File: src/verilog/zac_pkg.sv
/*
 * Shared constants and carrier types for the expansion card bus logic.
 * Assumes a single 50 MHz clock with the asynchronous bus sampled synchronously.
 */
`default_nettype none

package zac_pkg;

   // ==========================================================
   // Bus widths
   localparam int unsigned ADDR_HI_W = 24;
   localparam int unsigned ADDR_LO_W = 6;
   localparam int unsigned DATA_W    = 32;
   localparam int unsigned BASE_W    = 16;
   localparam int unsigned NYB_W     = 4;
   localparam int unsigned KEY_W     = 7;

   // ==========================================================
   // Configuration register byte offsets
   localparam logic [7:0] OFF_TYPE_SIZE  = 8'h00;
   localparam logic [7:0] OFF_PRODUCT    = 8'h04;
   localparam logic [7:0] OFF_MEM_FLAGS  = 8'h08;
   localparam logic [7:0] OFF_RSVD_ZERO  = 8'h0C;
   localparam logic [7:0] OFF_MAKER_HIGH = 8'h10;
   localparam logic [7:0] OFF_MAKER_LOW  = 8'h14;
   localparam logic [7:0] OFF_SERIAL_BLK = 8'h18;
   localparam logic [7:0] OFF_WO_FIRST   = 8'h40;
   localparam logic [7:0] OFF_BASE_WRITE = 8'h44;
   localparam logic [7:0] OFF_BASE_LOW   = 8'h48;
   localparam logic [7:0] OFF_SHUT_UP    = 8'h4C;

   // ==========================================================
   // Logical identity values
   localparam logic [7:0] TYPE_SIZE_VAL = 8'hA1;
   localparam logic [7:0] MEM_FLAGS_VAL = 8'hB1;
   localparam logic [7:0] ZERO_BYTE     = 8'h00;

   // ==========================================================
   // Address decode and field positions
   localparam logic [7:0] CFG_SPACE_TOP = 8'hFF;
   localparam int unsigned A3_POS       = 1;
   localparam int unsigned NYB_TOP      = 31;
   localparam int unsigned NYB_BOT      = 28;
   localparam int unsigned BASE_TOP     = 31;
   localparam int unsigned BASE_BOT     = 16;
   localparam int unsigned MATCH_TOP    = 15;
   localparam int unsigned MATCH_BOT    = 9;

   // ==========================================================
   // Reset values
   localparam logic [BASE_W-1:0]    BASE_RST = 16'h0000;
   localparam logic [ADDR_HI_W-1:0] AHI_RST  = 24'h000000;
   localparam logic [NYB_W-1:0]     NYB_RST  = 4'hF;

   // Bus control strobes as sampled from the backplane.
   typedef struct packed {
      logic       fcs_n;
      logic       read;
      logic       ds_n;
      logic       doe;
      logic       berr_n;
      logic [2:0] fc;
   } zac_bus_ctl_t;

   typedef enum logic [2:0] {
      ZAC_UNCFG = 3'b001,
      ZAC_DONE  = 3'b010,
      ZAC_SHUT  = 3'b100
   } zac_state_t;

endpackage

`default_nettype wire

File: src/verilog/zac_id_rom.sv
/*
 * Identity nybble table: maps a physical nybble key to the top data nybble.
 * Assumes the caller qualifies the result with select and configuration state.
 */
`timescale 1ns/1ns
`default_nettype none

module zac_id_rom #(
   parameter logic [7:0]  PRODUCT_NUM = 8'h3C,
   parameter logic [15:0] MAKER_NUM   = 16'h1234
) (
   input  wire logic [zac_pkg::KEY_W-1:0] i_key,
   output var  logic [zac_pkg::NYB_W-1:0] o_nyb,
   output var  logic                      o_readable
);

   // ==========================================================
   // Logical byte lookup
   function automatic logic [7:0] zac_logical(input logic [5:0] idx);
      logic [7:0] v;
      v = zac_pkg::ZERO_BYTE;
      if (idx == zac_pkg::OFF_TYPE_SIZE[7:2]) begin
         v = zac_pkg::TYPE_SIZE_VAL;
      end else if (idx == zac_pkg::OFF_PRODUCT[7:2]) begin
         v = PRODUCT_NUM;
      end else if (idx == zac_pkg::OFF_MEM_FLAGS[7:2]) begin
         v = zac_pkg::MEM_FLAGS_VAL;
      end else if (idx == zac_pkg::OFF_MAKER_HIGH[7:2]) begin
         v = MAKER_NUM[15:8];
      end else if (idx == zac_pkg::OFF_MAKER_LOW[7:2]) begin
         v = MAKER_NUM[7:0];
      end
      return v;
   endfunction

   logic [7:0] phys_byte;

   always_comb begin
      phys_byte = zac_logical(i_key[6:1]);
      if (i_key[6:1] != zac_pkg::OFF_TYPE_SIZE[7:2]) begin
         phys_byte = ~phys_byte;
      end
      // Key bit zero carries A8, which selects the second nybble of the pair.
      o_nyb      = i_key[0] ? phys_byte[3:0] : phys_byte[7:4];
      o_readable = (i_key[6:1] < zac_pkg::OFF_WO_FIRST[7:2]);
   end

endmodule

`default_nettype wire

File: src/verilog/zac_card.sv
/*
 * Bus side of a slave-only 32-bit memory card: address latching, data buffer
 * control, identity nybbles and the write-only configuration registers.
 * Assumes bus inputs are already synchronous to i_sys_clk and held stable by
 * the host for at least two clocks per phase of a cycle.
 */
`timescale 1ns/1ns
`default_nettype none

module zac_card #(
   parameter logic [7:0]  PRODUCT_NUM = 8'h3C,
   parameter logic [15:0] MAKER_NUM   = 16'h1234
) (
   input  wire logic                            i_sys_clk,
   input  wire logic                            i_rst_n,
   input  wire zac_pkg::zac_bus_ctl_t           i_bus_ctl,
   input  wire logic [31:8]                     i_addr_hi,
   input  wire logic [7:2]                      i_addr_lo,
   input  wire logic [zac_pkg::DATA_W-1:0]      i_data,
   input  wire logic                            i_cfgin_n,
   input  wire logic                            i_backplane_type_sense,
   output var  logic [31:8]                     o_addr_hi,
   output var  logic [7:2]                      o_addr_lo,
   output var  logic                            o_slave_n,
   output var  logic                            o_data_dir_out,
   output var  logic                            o_data_oe,
   output var  logic [zac_pkg::NYB_W-1:0]       o_id_nyb,
   output var  logic                            o_id_nyb_oe,
   output var  logic                            o_preconfig_flag,
   output var  logic                            o_base_latch_strobe,
   output var  logic [zac_pkg::BASE_W-1:0]      o_base_address_value,
   output var  logic                            o_cfgout_n,
   output var  logic                            o_configured,
   output var  logic                            o_shut_up
);

   // ==========================================================
   // Declarations
   logic [31:8]                addr_hi_r;
   logic [7:2]                 addr_lo_r;
   logic [31:8]                addr_view;
   logic                       fcs_prev_r;
   logic                       cycle_end;
   logic                       fc_ok;
   logic                       cfg_hit;
   logic                       run_hit;
   logic                       sel;
   logic [7:0]                 offset;
   logic                       wr_final;
   logic                       preconfig_r;
   logic                       base_latch_r;
   logic [zac_pkg::BASE_W-1:0] base_r;
   logic                       cfg_done_r;
   logic                       chain_hold_r;
   logic                       chain_hold_nxt;
   logic                       slave_n_r;
   logic                       dir_r;
   logic                       oe_r;
   logic [zac_pkg::NYB_W-1:0]  nyb_r;
   logic                       nyb_oe_r;
   logic                       cfgout_n_r;
   logic [zac_pkg::NYB_W-1:0]  rom_nyb;
   logic                       rom_readable;
   zac_pkg::zac_state_t        state_r;

   // ==========================================================
   // Decode helpers
   function automatic logic zac_fc_valid(input logic [2:0] fc);
      return fc[0] ^ fc[1];
   endfunction

   function automatic logic [7:0] zac_off(input logic [7:2] lo);
      return {lo, 2'b00};
   endfunction

   // ==========================================================
   // Address path
   // Transparent behaviour: the live bus value is used while the strobe is low,
   // so the comparator gains the full address setup time.
   assign addr_view = i_bus_ctl.fcs_n ? addr_hi_r : i_addr_hi;

   always_ff @(posedge i_sys_clk or negedge i_rst_n) begin
      if (!i_rst_n) begin
         addr_hi_r <= zac_pkg::AHI_RST;
      end else if (!i_bus_ctl.fcs_n) begin
         addr_hi_r <= i_addr_hi;
      end
   end

   always_ff @(posedge i_sys_clk or negedge i_rst_n) begin
      if (!i_rst_n) begin
         addr_lo_r <= '0;
      end else begin
         addr_lo_r <= i_addr_lo;
      end
   end

   always_ff @(posedge i_sys_clk or negedge i_rst_n) begin
      if (!i_rst_n) begin
         fcs_prev_r <= 1'b1;
      end else begin
         fcs_prev_r <= i_bus_ctl.fcs_n;
      end
   end

   assign cycle_end = i_bus_ctl.fcs_n && !fcs_prev_r;

   // ==========================================================
   // Slave select
   assign fc_ok   = zac_fc_valid(i_bus_ctl.fc);
   assign cfg_hit = !cfg_done_r && (addr_view[31:24] == zac_pkg::CFG_SPACE_TOP);
   assign run_hit = base_latch_r && cfg_done_r
                    && (addr_view[31:25] == base_r[zac_pkg::MATCH_TOP:zac_pkg::MATCH_BOT]);
   assign sel     = !i_bus_ctl.fcs_n && fc_ok && (cfg_hit || run_hit);
   assign offset  = zac_off(i_addr_lo);

   // Only 44 and 4C end configuration; 40, 48 and the rest are ignored.
   assign wr_final = sel && cfg_hit && !i_bus_ctl.read && !i_bus_ctl.ds_n
                     && ((offset == zac_pkg::OFF_BASE_WRITE) || (offset == zac_pkg::OFF_SHUT_UP));

   // ==========================================================
   // Configuration state
   always_ff @(posedge i_sys_clk or negedge i_rst_n) begin
      if (!i_rst_n) begin
         preconfig_r <= 1'b0;
      end else if (wr_final) begin
         preconfig_r <= 1'b1;
      end
   end

   // The strobe sets while the write data is still valid, so the base is
   // captured from the very same write that raised the flag.
   always_ff @(posedge i_sys_clk or negedge i_rst_n) begin
      if (!i_rst_n) begin
         base_latch_r <= 1'b0;
         base_r       <= zac_pkg::BASE_RST;
      end else if (!base_latch_r && sel && preconfig_r && !i_addr_lo[zac_pkg::A3_POS + 2]
                   && !i_bus_ctl.ds_n && !i_bus_ctl.read) begin
         base_latch_r <= 1'b1;
         base_r       <= i_data[zac_pkg::BASE_TOP:zac_pkg::BASE_BOT];
      end
   end

   always_ff @(posedge i_sys_clk or negedge i_rst_n) begin
      if (!i_rst_n) begin
         cfg_done_r <= 1'b0;
      end else if (cycle_end && preconfig_r) begin
         cfg_done_r <= 1'b1;
      end
   end

   always_ff @(posedge i_sys_clk or negedge i_rst_n) begin
      if (!i_rst_n) begin
         state_r <= zac_pkg::ZAC_UNCFG;
      end else begin
         unique case (state_r)
            zac_pkg::ZAC_UNCFG: begin
               if (cycle_end && preconfig_r) begin
                  state_r <= base_latch_r ? zac_pkg::ZAC_DONE : zac_pkg::ZAC_SHUT;
               end
            end
            zac_pkg::ZAC_DONE: begin
               state_r <= zac_pkg::ZAC_DONE;
            end
            zac_pkg::ZAC_SHUT: begin
               state_r <= zac_pkg::ZAC_SHUT;
            end
            default: begin
               state_r <= zac_pkg::ZAC_UNCFG;
            end
         endcase
      end
   end

   // ==========================================================
   // Chain-out
   always_comb begin
      chain_hold_nxt = chain_hold_r && preconfig_r;
      if (cycle_end && preconfig_r && !i_cfgin_n) begin
         chain_hold_nxt = 1'b1;
      end
   end

   always_ff @(posedge i_sys_clk or negedge i_rst_n) begin
      if (!i_rst_n) begin
         chain_hold_r <= 1'b0;
         cfgout_n_r   <= 1'b1;
      end else begin
         chain_hold_r <= chain_hold_nxt;
         // An older backplane cannot configure this card, so it steps aside.
         cfgout_n_r   <= !(chain_hold_nxt || (!i_cfgin_n && !i_backplane_type_sense));
      end
   end

   // ==========================================================
   // Data buffers and identity nybbles
   zac_id_rom #(
      .PRODUCT_NUM (PRODUCT_NUM),
      .MAKER_NUM   (MAKER_NUM)
   ) u_rom (
      .i_key      ({i_addr_lo, addr_view[8]}),
      .o_nyb      (rom_nyb),
      .o_readable (rom_readable)
   );

   always_ff @(posedge i_sys_clk or negedge i_rst_n) begin
      if (!i_rst_n) begin
         slave_n_r <= 1'b1;
         dir_r     <= 1'b0;
         oe_r      <= 1'b0;
      end else begin
         slave_n_r <= !sel;
         dir_r     <= sel && i_bus_ctl.read;
         oe_r      <= sel && i_bus_ctl.doe && i_bus_ctl.berr_n;
      end
   end

   always_ff @(posedge i_sys_clk or negedge i_rst_n) begin
      if (!i_rst_n) begin
         nyb_r    <= zac_pkg::NYB_RST;
         nyb_oe_r <= 1'b0;
      end else begin
         nyb_r    <= rom_nyb;
         nyb_oe_r <= sel && cfg_hit && !preconfig_r && i_bus_ctl.read && rom_readable;
      end
   end

   // ==========================================================
   // Outputs
   assign o_addr_hi            = addr_hi_r;
   assign o_addr_lo            = addr_lo_r;
   assign o_slave_n            = slave_n_r;
   assign o_data_dir_out       = dir_r;
   assign o_data_oe            = oe_r;
   assign o_id_nyb             = nyb_r;
   assign o_id_nyb_oe          = nyb_oe_r;
   assign o_preconfig_flag     = preconfig_r;
   assign o_base_latch_strobe  = base_latch_r;
   assign o_base_address_value = base_r;
   assign o_cfgout_n           = cfgout_n_r;
   assign o_configured         = state_r == zac_pkg::ZAC_DONE;
   assign o_shut_up            = state_r == zac_pkg::ZAC_SHUT;
endmodule

`default_nettype wire

File: config.mk
export PLATFORM = sky130hd
export DESIGN_NAME = zac_card
export DESIGN_NICKNAME = d
export VERILOG_FILES = /design/src/verilog/zac_pkg.sv /design/src/verilog/zac_id_rom.sv /design/src/verilog/zac_card.sv
export SDC_FILE = /design/constraint.sdc
export NUM_CORES = 1
export LEC_CHECK = 0
export ABC_AREA = 1
export BUFFER_PORTS_ARGS = -buffer_cell sky130_fd_sc_hd__buf_2
export CAP_MARGIN = 30
export CORE_UTILIZATION = 40
export DETAILED_ROUTE_END_ITERATION = 6
export GPL_TIMING_DRIVEN = 0
export PLACE_DENSITY = 0.7
export SYNTH_ARGS = -nofsm -noshare
export SYNTH_HDL_FRONTEND = slang
export SYNTH_SLANG_ARGS = --single-unit
export TNS_END_PERCENT = 50
File: constraint.sdc
create_clock -name i_sys_clk -period 2.62 [get_ports i_sys_clk]
set_input_delay 0.524 -clock i_sys_clk [delete_from_list [all_inputs] [get_ports i_sys_clk]]
set_output_delay 0.524 -clock i_sys_clk [all_outputs]
set_load 0.02 [all_outputs]
==> Yosys cells after proc, flatten, opt, wreduce, memory -nomap -nowiden <==
Cells that the tools add are included.
{ "word_totals": {"regBits": 63, "inputBits": 74, "wordCells": 85, "output_inout_bits": 59} }
{ "classes": {"n_reduce_logical": 42, "bitwise": 2, "n_eq_ne": 12, "n_mux": 12, "magnitude_cmp": 1} }
{ "op_table": {"columns": ["operator", "count"], "rows": [
  ["two-way mux 8 bit", 5],
  ["logical AND 1 bit", 25],
  ["two-way mux 24 bit", 1],
  ["equality test 6 x 3 -> 1 bit, second input constant", 2],
  ["equality test 6 x 5 -> 1 bit, second input constant", 2],
  ["zero test 1 bit", 12],
  ["one-hot mux 3 bit (3 select lines)", 1],
  ["equality test 8 bit, second input constant", 1],
  ["inverter 8 bit", 1],
  ["equality test 7 bit", 1],
  ["equality test 6 x 1 -> 1 bit, second input constant", 1],
  ["equality test 6 x 2 -> 1 bit, second input constant", 1],
  ["zero test 6 bit", 1],
  ["less-than comparator 6 x 5 -> 1 bit, second input constant", 1],
  ["two-way mux 3 bit", 2],
  ["two-way mux 6 bit", 1],
  ["nonzero test 6 bit", 1],
  ["two-way mux 4 bit", 1],
  ["equality test 3 x 1 -> 1 bit, second input constant", 1],
  ["equality test 3 x 2 -> 1 bit, second input constant", 1],
  ["equality test 3 bit, second input constant", 1],
  ["logical OR 1 bit", 3],
  ["inequality test 2 bit, second input constant", 1],
  ["two-way mux 1 bit", 1],
  ["XOR 1 bit", 1]
]} }

==> Longest topological paths before layout <==
{ "logic_depth": {"depth_word": 10, "ltp_mapped": 15, "ltp_nobuf": 13} }

==> Modules after synthesis <==
A second synthesis with hierarchy kept.
{ "hier_totals": {"cells_unflattened": 312, "hier_area_um2": 2743.9} }
{ "modules_own_cells": {"columns": ["mod", "cells_per_inst", "area_each_um2", "seq_area_each_um2", "n_inst"], "rows": [
  ["zac_card", 278, 2591.2, 1586.5, 1],
  ["zac_id_rom", 34, 152.6, 0.0, 1]
]} }

==> Worst setup path before layout <==
No wires, ideal clock.
{ "synth_path": {"kind": "input port to flip-flop", "startpoint": "input i_bus_ctl[7] (netlist bit)", "endpoint": "register base_r (netlist bit o_base_address_value[10])", "path_buffers": 3, "cell_stages": 13, "setup_ns": 0.117, "arrival_ns": 1.631, "required_time_ns": 2.503, "path_slack_ns": 0.871, "path_cell_list": "buf_6 > inv_6 > buf_6 > nand2_2 > nand2_2 > nand2_1 > nor2_1 > nand3_2 > nand2_4 > nand2_4 > buf_6 > nand2_1 > nand2_1"} }
{ "synth_between": {"elab_chain_cells": 10, "elab_cells_between_ends": 14, "classes_between": "eq/ne (2); mux (1); reduce/logical (11)"} }
{ "synth_rtl": {"columns": ["element", "line_no", "text"], "rows": [
  ["from (decl)", "zac_card.sv:16", "input wire zac_pkg::zac_bus_ctl_t i_bus_ctl,"],
  ["two-way mux 24 bit", null, null],
  ["named net addr_view (one bit)", "zac_card.sv:41", "logic [31:8] addr_view;"],
  ["equality test 8 bit", "zac_card.sv:111", "assign cfg_hit = !cfg_done_r && (addr_view[31:24] == zac_pkg::CFG_SPACE_TOP);"],
  ["logical AND 1 bit", "zac_card.sv:111", null],
  ["logical OR 1 bit", "zac_card.sv:114", "assign sel = !i_bus_ctl.fcs_n && fc_ok && (cfg_hit || run_hit);"],
  ["logical AND 1 bit", "zac_card.sv:114", null],
  ["logical AND 1 bit (3 in series)", "zac_card.sv:137", "end else if (!base_latch_r && sel && preconfig_r && !i_addr_lo[zac_pkg::A3_POS + 2]"],
  ["logical AND 1 bit (2 in series)", "zac_card.sv:138", "&& !i_bus_ctl.ds_n && !i_bus_ctl.read) begin"],
  ["to (signal assigned)", "zac_card.sv:136", "base_r <= zac_pkg::BASE_RST;"],
  ["to (signal assigned)", "zac_card.sv:140", "base_r <= i_data[zac_pkg::BASE_TOP:zac_pkg::BASE_BOT];"],
  ["to (decl)", "zac_card.sv:52", "logic [zac_pkg::BASE_W-1:0] base_r;"]
]} }
The timed path passes the listed nets, and every way through them passes these cells.
A chain may end at the register's enable or synchronous reset.

==> Worst setup path in the final report <==
{ "layout_path": {"startpoint": "input i_bus_ctl[7] (netlist bit)", "endpoint": "register base_r (netlist bit o_base_address_value[5])"} }
{ "layout_between": {"elab_chain_cells": 10, "elab_cells_between_ends": 14, "classes_between": "eq/ne (2); mux (1); reduce/logical (11)"} }
{ "layout_rtl": {"columns": ["element", "line_no"], "rows": [
  ["two-way mux 24 bit", null],
  ["equality test 8 bit / equality test 7 bit (equally long branches)", "zac_card.sv:111, zac_card.sv:113"],
  ["logical AND 1 bit, on equally long branches", "zac_card.sv:111, zac_card.sv:113"],
  ["logical OR 1 bit", "zac_card.sv:114"],
  ["logical AND 1 bit (*)", "zac_card.sv:114"],
  ["logical AND 1 bit (*) (3 in series)", "zac_card.sv:137"],
  ["logical AND 1 bit (*) (2 in series)", "zac_card.sv:138"]
]} }
Every way passes the cells marked *; elsewhere a longest branch is shown, timed or not.

==> impl_metrics.json <==
{
  "gp_congestion": 0.7668,
  "grtUsageMet2_pct": 31.30,
  "grt_overflow": 0,
  "yosysWarningCount": 0,
  "place_ws_ns": 0.3924,
  "ys_ff_latch": 63,
  "dp_cells": 501,
  "setup_tns_ns": 0,
  "rows": 29,
  "fin_nets": 509,
  "n_antenna_cell": 0,
  "post_cts_buffers": 0,
  "root_buffer": "clkbuf_8",
  "initial_core_util_pct": 41.91,
  "drive_gt1_share_pct": 34.77,
  "post_cts_resized": 0,
  "mostFrequentLayoutCells": "nand2_1, buf_2, dfrtp_1, inv_1, nand3_1",
  "fin_hold_ws_ns": 0.2359,
  "setup_ws_ns": 0.7863,
  "clkTransAtPathRegs_ns": 0.07,
  "io_pins": 133,
  "portBuffers": 115,
  "hold_viol_final": 0,
  "tritoncts": "yes",
  "worstSetupStartpointType": "input port",
  "vias": 2428,
  "grt_max_degree": 35,
  "ir_drop_mv": 0.2122,
  "design.die.area_sq_mm": 0.007060,
  "cts_made_buffers": 9,
  "vias_per_cell": 4.696,
  "p_total_mw": 2.143,
  "setup_viol": 0,
  "first_iter_violations": 69,
  "dp_hpwl_microns": 4753,
  "antenna_found_initial": 0,
  "slew_headroom_pct": 53.92,
  "postPlaceCellArea_sq_mm": 0.003383,
  "postCtsHoldBufs": 0,
  "fin_util_pct": 55.35,
  "grt_pass1_vias": 2340,
  "cap_violations": 0,
  "max-clock-path-buffers": 2,
  "finalCritPeriodShare_pct": 69.99,
  "grt_pass1_wl_microns": 10780,
  "cp_max_fo": 10,
  "clkSinkCount": 63,
  "clock.fmax_ghz": 0.5453,
  "finalMaxSlewViolations": 0,
  "coreArea_sq_mm": 0.006422,
  "drc": 20,
  "use_met1_pct": 25.37,
  "syn_to_final_growth_pct": 32.08,
  "avgSynthCellArea_sq_um": 8.738,
  "htreeDepth": 3,
  "ys_seq_area_share_pct": 58.95,
  "dr.pass1.iters": 6,
  "antenna_left": 0,
  "grt_use_met3_pct": 4.649,
  "instances_no_fill": 517,
  "arrival_ns": 2.06,
  "final_cell_area_sq_mm": 0.003555,
  "routedWlPerCell_microns": 12.17,
  "synth_area_sq_mm": 0.002691,
  "clk_latency_ns": 0.33,
  "synth_fp_nets": 382,
  "period_needed_ns": 1.834,
  "synth_cells": 308,
  "die_w_microns": 84.03,
  "layout_commonest_cell": "nand2_1",
  "worstSetupPathType": "in -> reg",
  "outcome": "complete, but fails checks",
  "drt-total-wl_microns": 6293,
  "skew_ns": 0.006888,
  "power_leakage_nw": 2.063,
  "busiest_layer": "met2",
  "grt_usage_pct": 19.63,
  "required_ns": 2.84,
  "rsz0062_at_grt": "no",
  "regArea_sq_mm": 0.001587,
  "max_slew.worst_pin.slew_ns": 0.6912,
  "fillers": 613,
  "hp-class": "in -> async",
  "multi_input_area_sq_um": 934.6,
  "ys_types": 25,
  "dieHeight_microns": 84.03,
  "violations": "design-rule violations",
  "power_density_mw_per_mm2": 603.0,
  "endpoint_kind": "flop"
}
==> synthesized netlist by cell type <==
cell / count / share of area, %
nand2_1: 134 / 19
nand3b_1: 5 / 1.4
inv_1: 26 / 3.6
dfrtp_1: 55 / 51
nor2_1: 16 / 2.2
nor4_4: 1 / 0.79
nand3_2: 2 / 0.74
inv_6: 1 / 0.33
and3_1: 1 / 0.23
buf_6: 4 / 1.7
o21ai_1: 1 / 0.19
nand4_1: 2 / 0.46
nand2_4: 2 / 0.84
o31ai_1: 1 / 0.28
nor4_1: 1 / 0.23
mux2i_1: 1 / 0.37
nand3_1: 24 / 4.5
dfstp_2: 8 / 7.8
or2_2: 2 / 0.46
nand2_2: 4 / 0.93
nor3_1: 7 / 1.3
a21oi_1: 2 / 0.37
clkbuf_1: 3 / 0.42
buf_4: 1 / 0.28
o21ai_0: 4 / 0.74
==> worst max-delay path, stage by stage <==
cell and delay [ns]:
buf_2 0.12, buf_6 0.14, inv_6 0.09, buf_6 0.15, nand3_2 0.11, nor2_1 0.13, nand2_1 0.06, nor2_1 0.10
nand2_1 0.09, nand2_4 0.14, nand2_4 0.10, buf_6 0.18, nand2_1 0.05, nand2_1 0.05
==> flip-flops by register name, summed over array words and instances, names as in the netlist <==
signal / count
o_addr_hi: 24
o_base_address_value: 16
o_addr_lo: 6
o_id_nyb: 4
state_r: 3
cfg_done_r: 1
chain_hold_r: 1
fcs_prev_r: 1
o_base_latch_strobe: 1
o_cfgout_n: 1
o_data_dir_out: 1
o_data_oe: 1
o_id_nyb_oe: 1
o_preconfig_flag: 1
o_slave_n: 1
==> metal layers <==
| layer | part of all wire [%] | wire length (microns) | vias up |
|---|---|---|---|
| li1 | - | - | 1218 |
| met1 | 46 | 2903 | 1106 |
| met2 | 46 | 2879 | 94 |
| met3 | 6.5 | 408 | 10 |
| met4 | 1.6 | 101 | 0 |
| met5 | 0 | 0 | - |
==> cell type report <==
class                           instances  share of cell area (%)
Clock buffer                           15                   4.681
Tap cell                               77                   2.710
Sequential cell                        63                   44.63
Timing Repair Buffer                  116                   16.75
Inverter                               27                   2.992
Multi-Input combinational cell        210                   26.29
Clock inverter                          1                  0.1408
Buffer                                  8                   1.795
==> worst paths after layout <==
check / start / to / slack [ns] / cells past startpoint
min in group i_sys_clk: i_bus_ctl[7] / fcs_prev_r / 0.32 / 1
max in group asynchronous: i_rst_n / o_slave_n / 1.71 / 2
setup / recovery: i_bus_ctl[7] / o_base_address_value[5] / 0.79 / 14
hold / removal: i_rst_n / o_addr_lo[5] / 0.24 / 1
hold reg to reg: o_addr_hi[19] / o_addr_hi[19] / 0.47 / 2
setup reg to reg: o_base_latch_strobe / o_base_address_value[1] / 0.84 / 4
==> where the power goes <==
part | switching (mW) | internal [mW]
logic | 0.216 | 0.126
clock network | 0.337 | 0.395
registers | 0.0290 | 1.04
==> cell families after synthesis <==
family | after synthesis | synth area share (%)
AND/OR/NAND/NOR | 201 | 32.78
multiplexers | 1 | 0.3719
flip-flops | 63 | 58.95
AO/OA/AOI/OAI | 8 | 1.581
buffers and inverters | 35 | 6.323
Note: power is estimated with default switching activity, not from simulation.
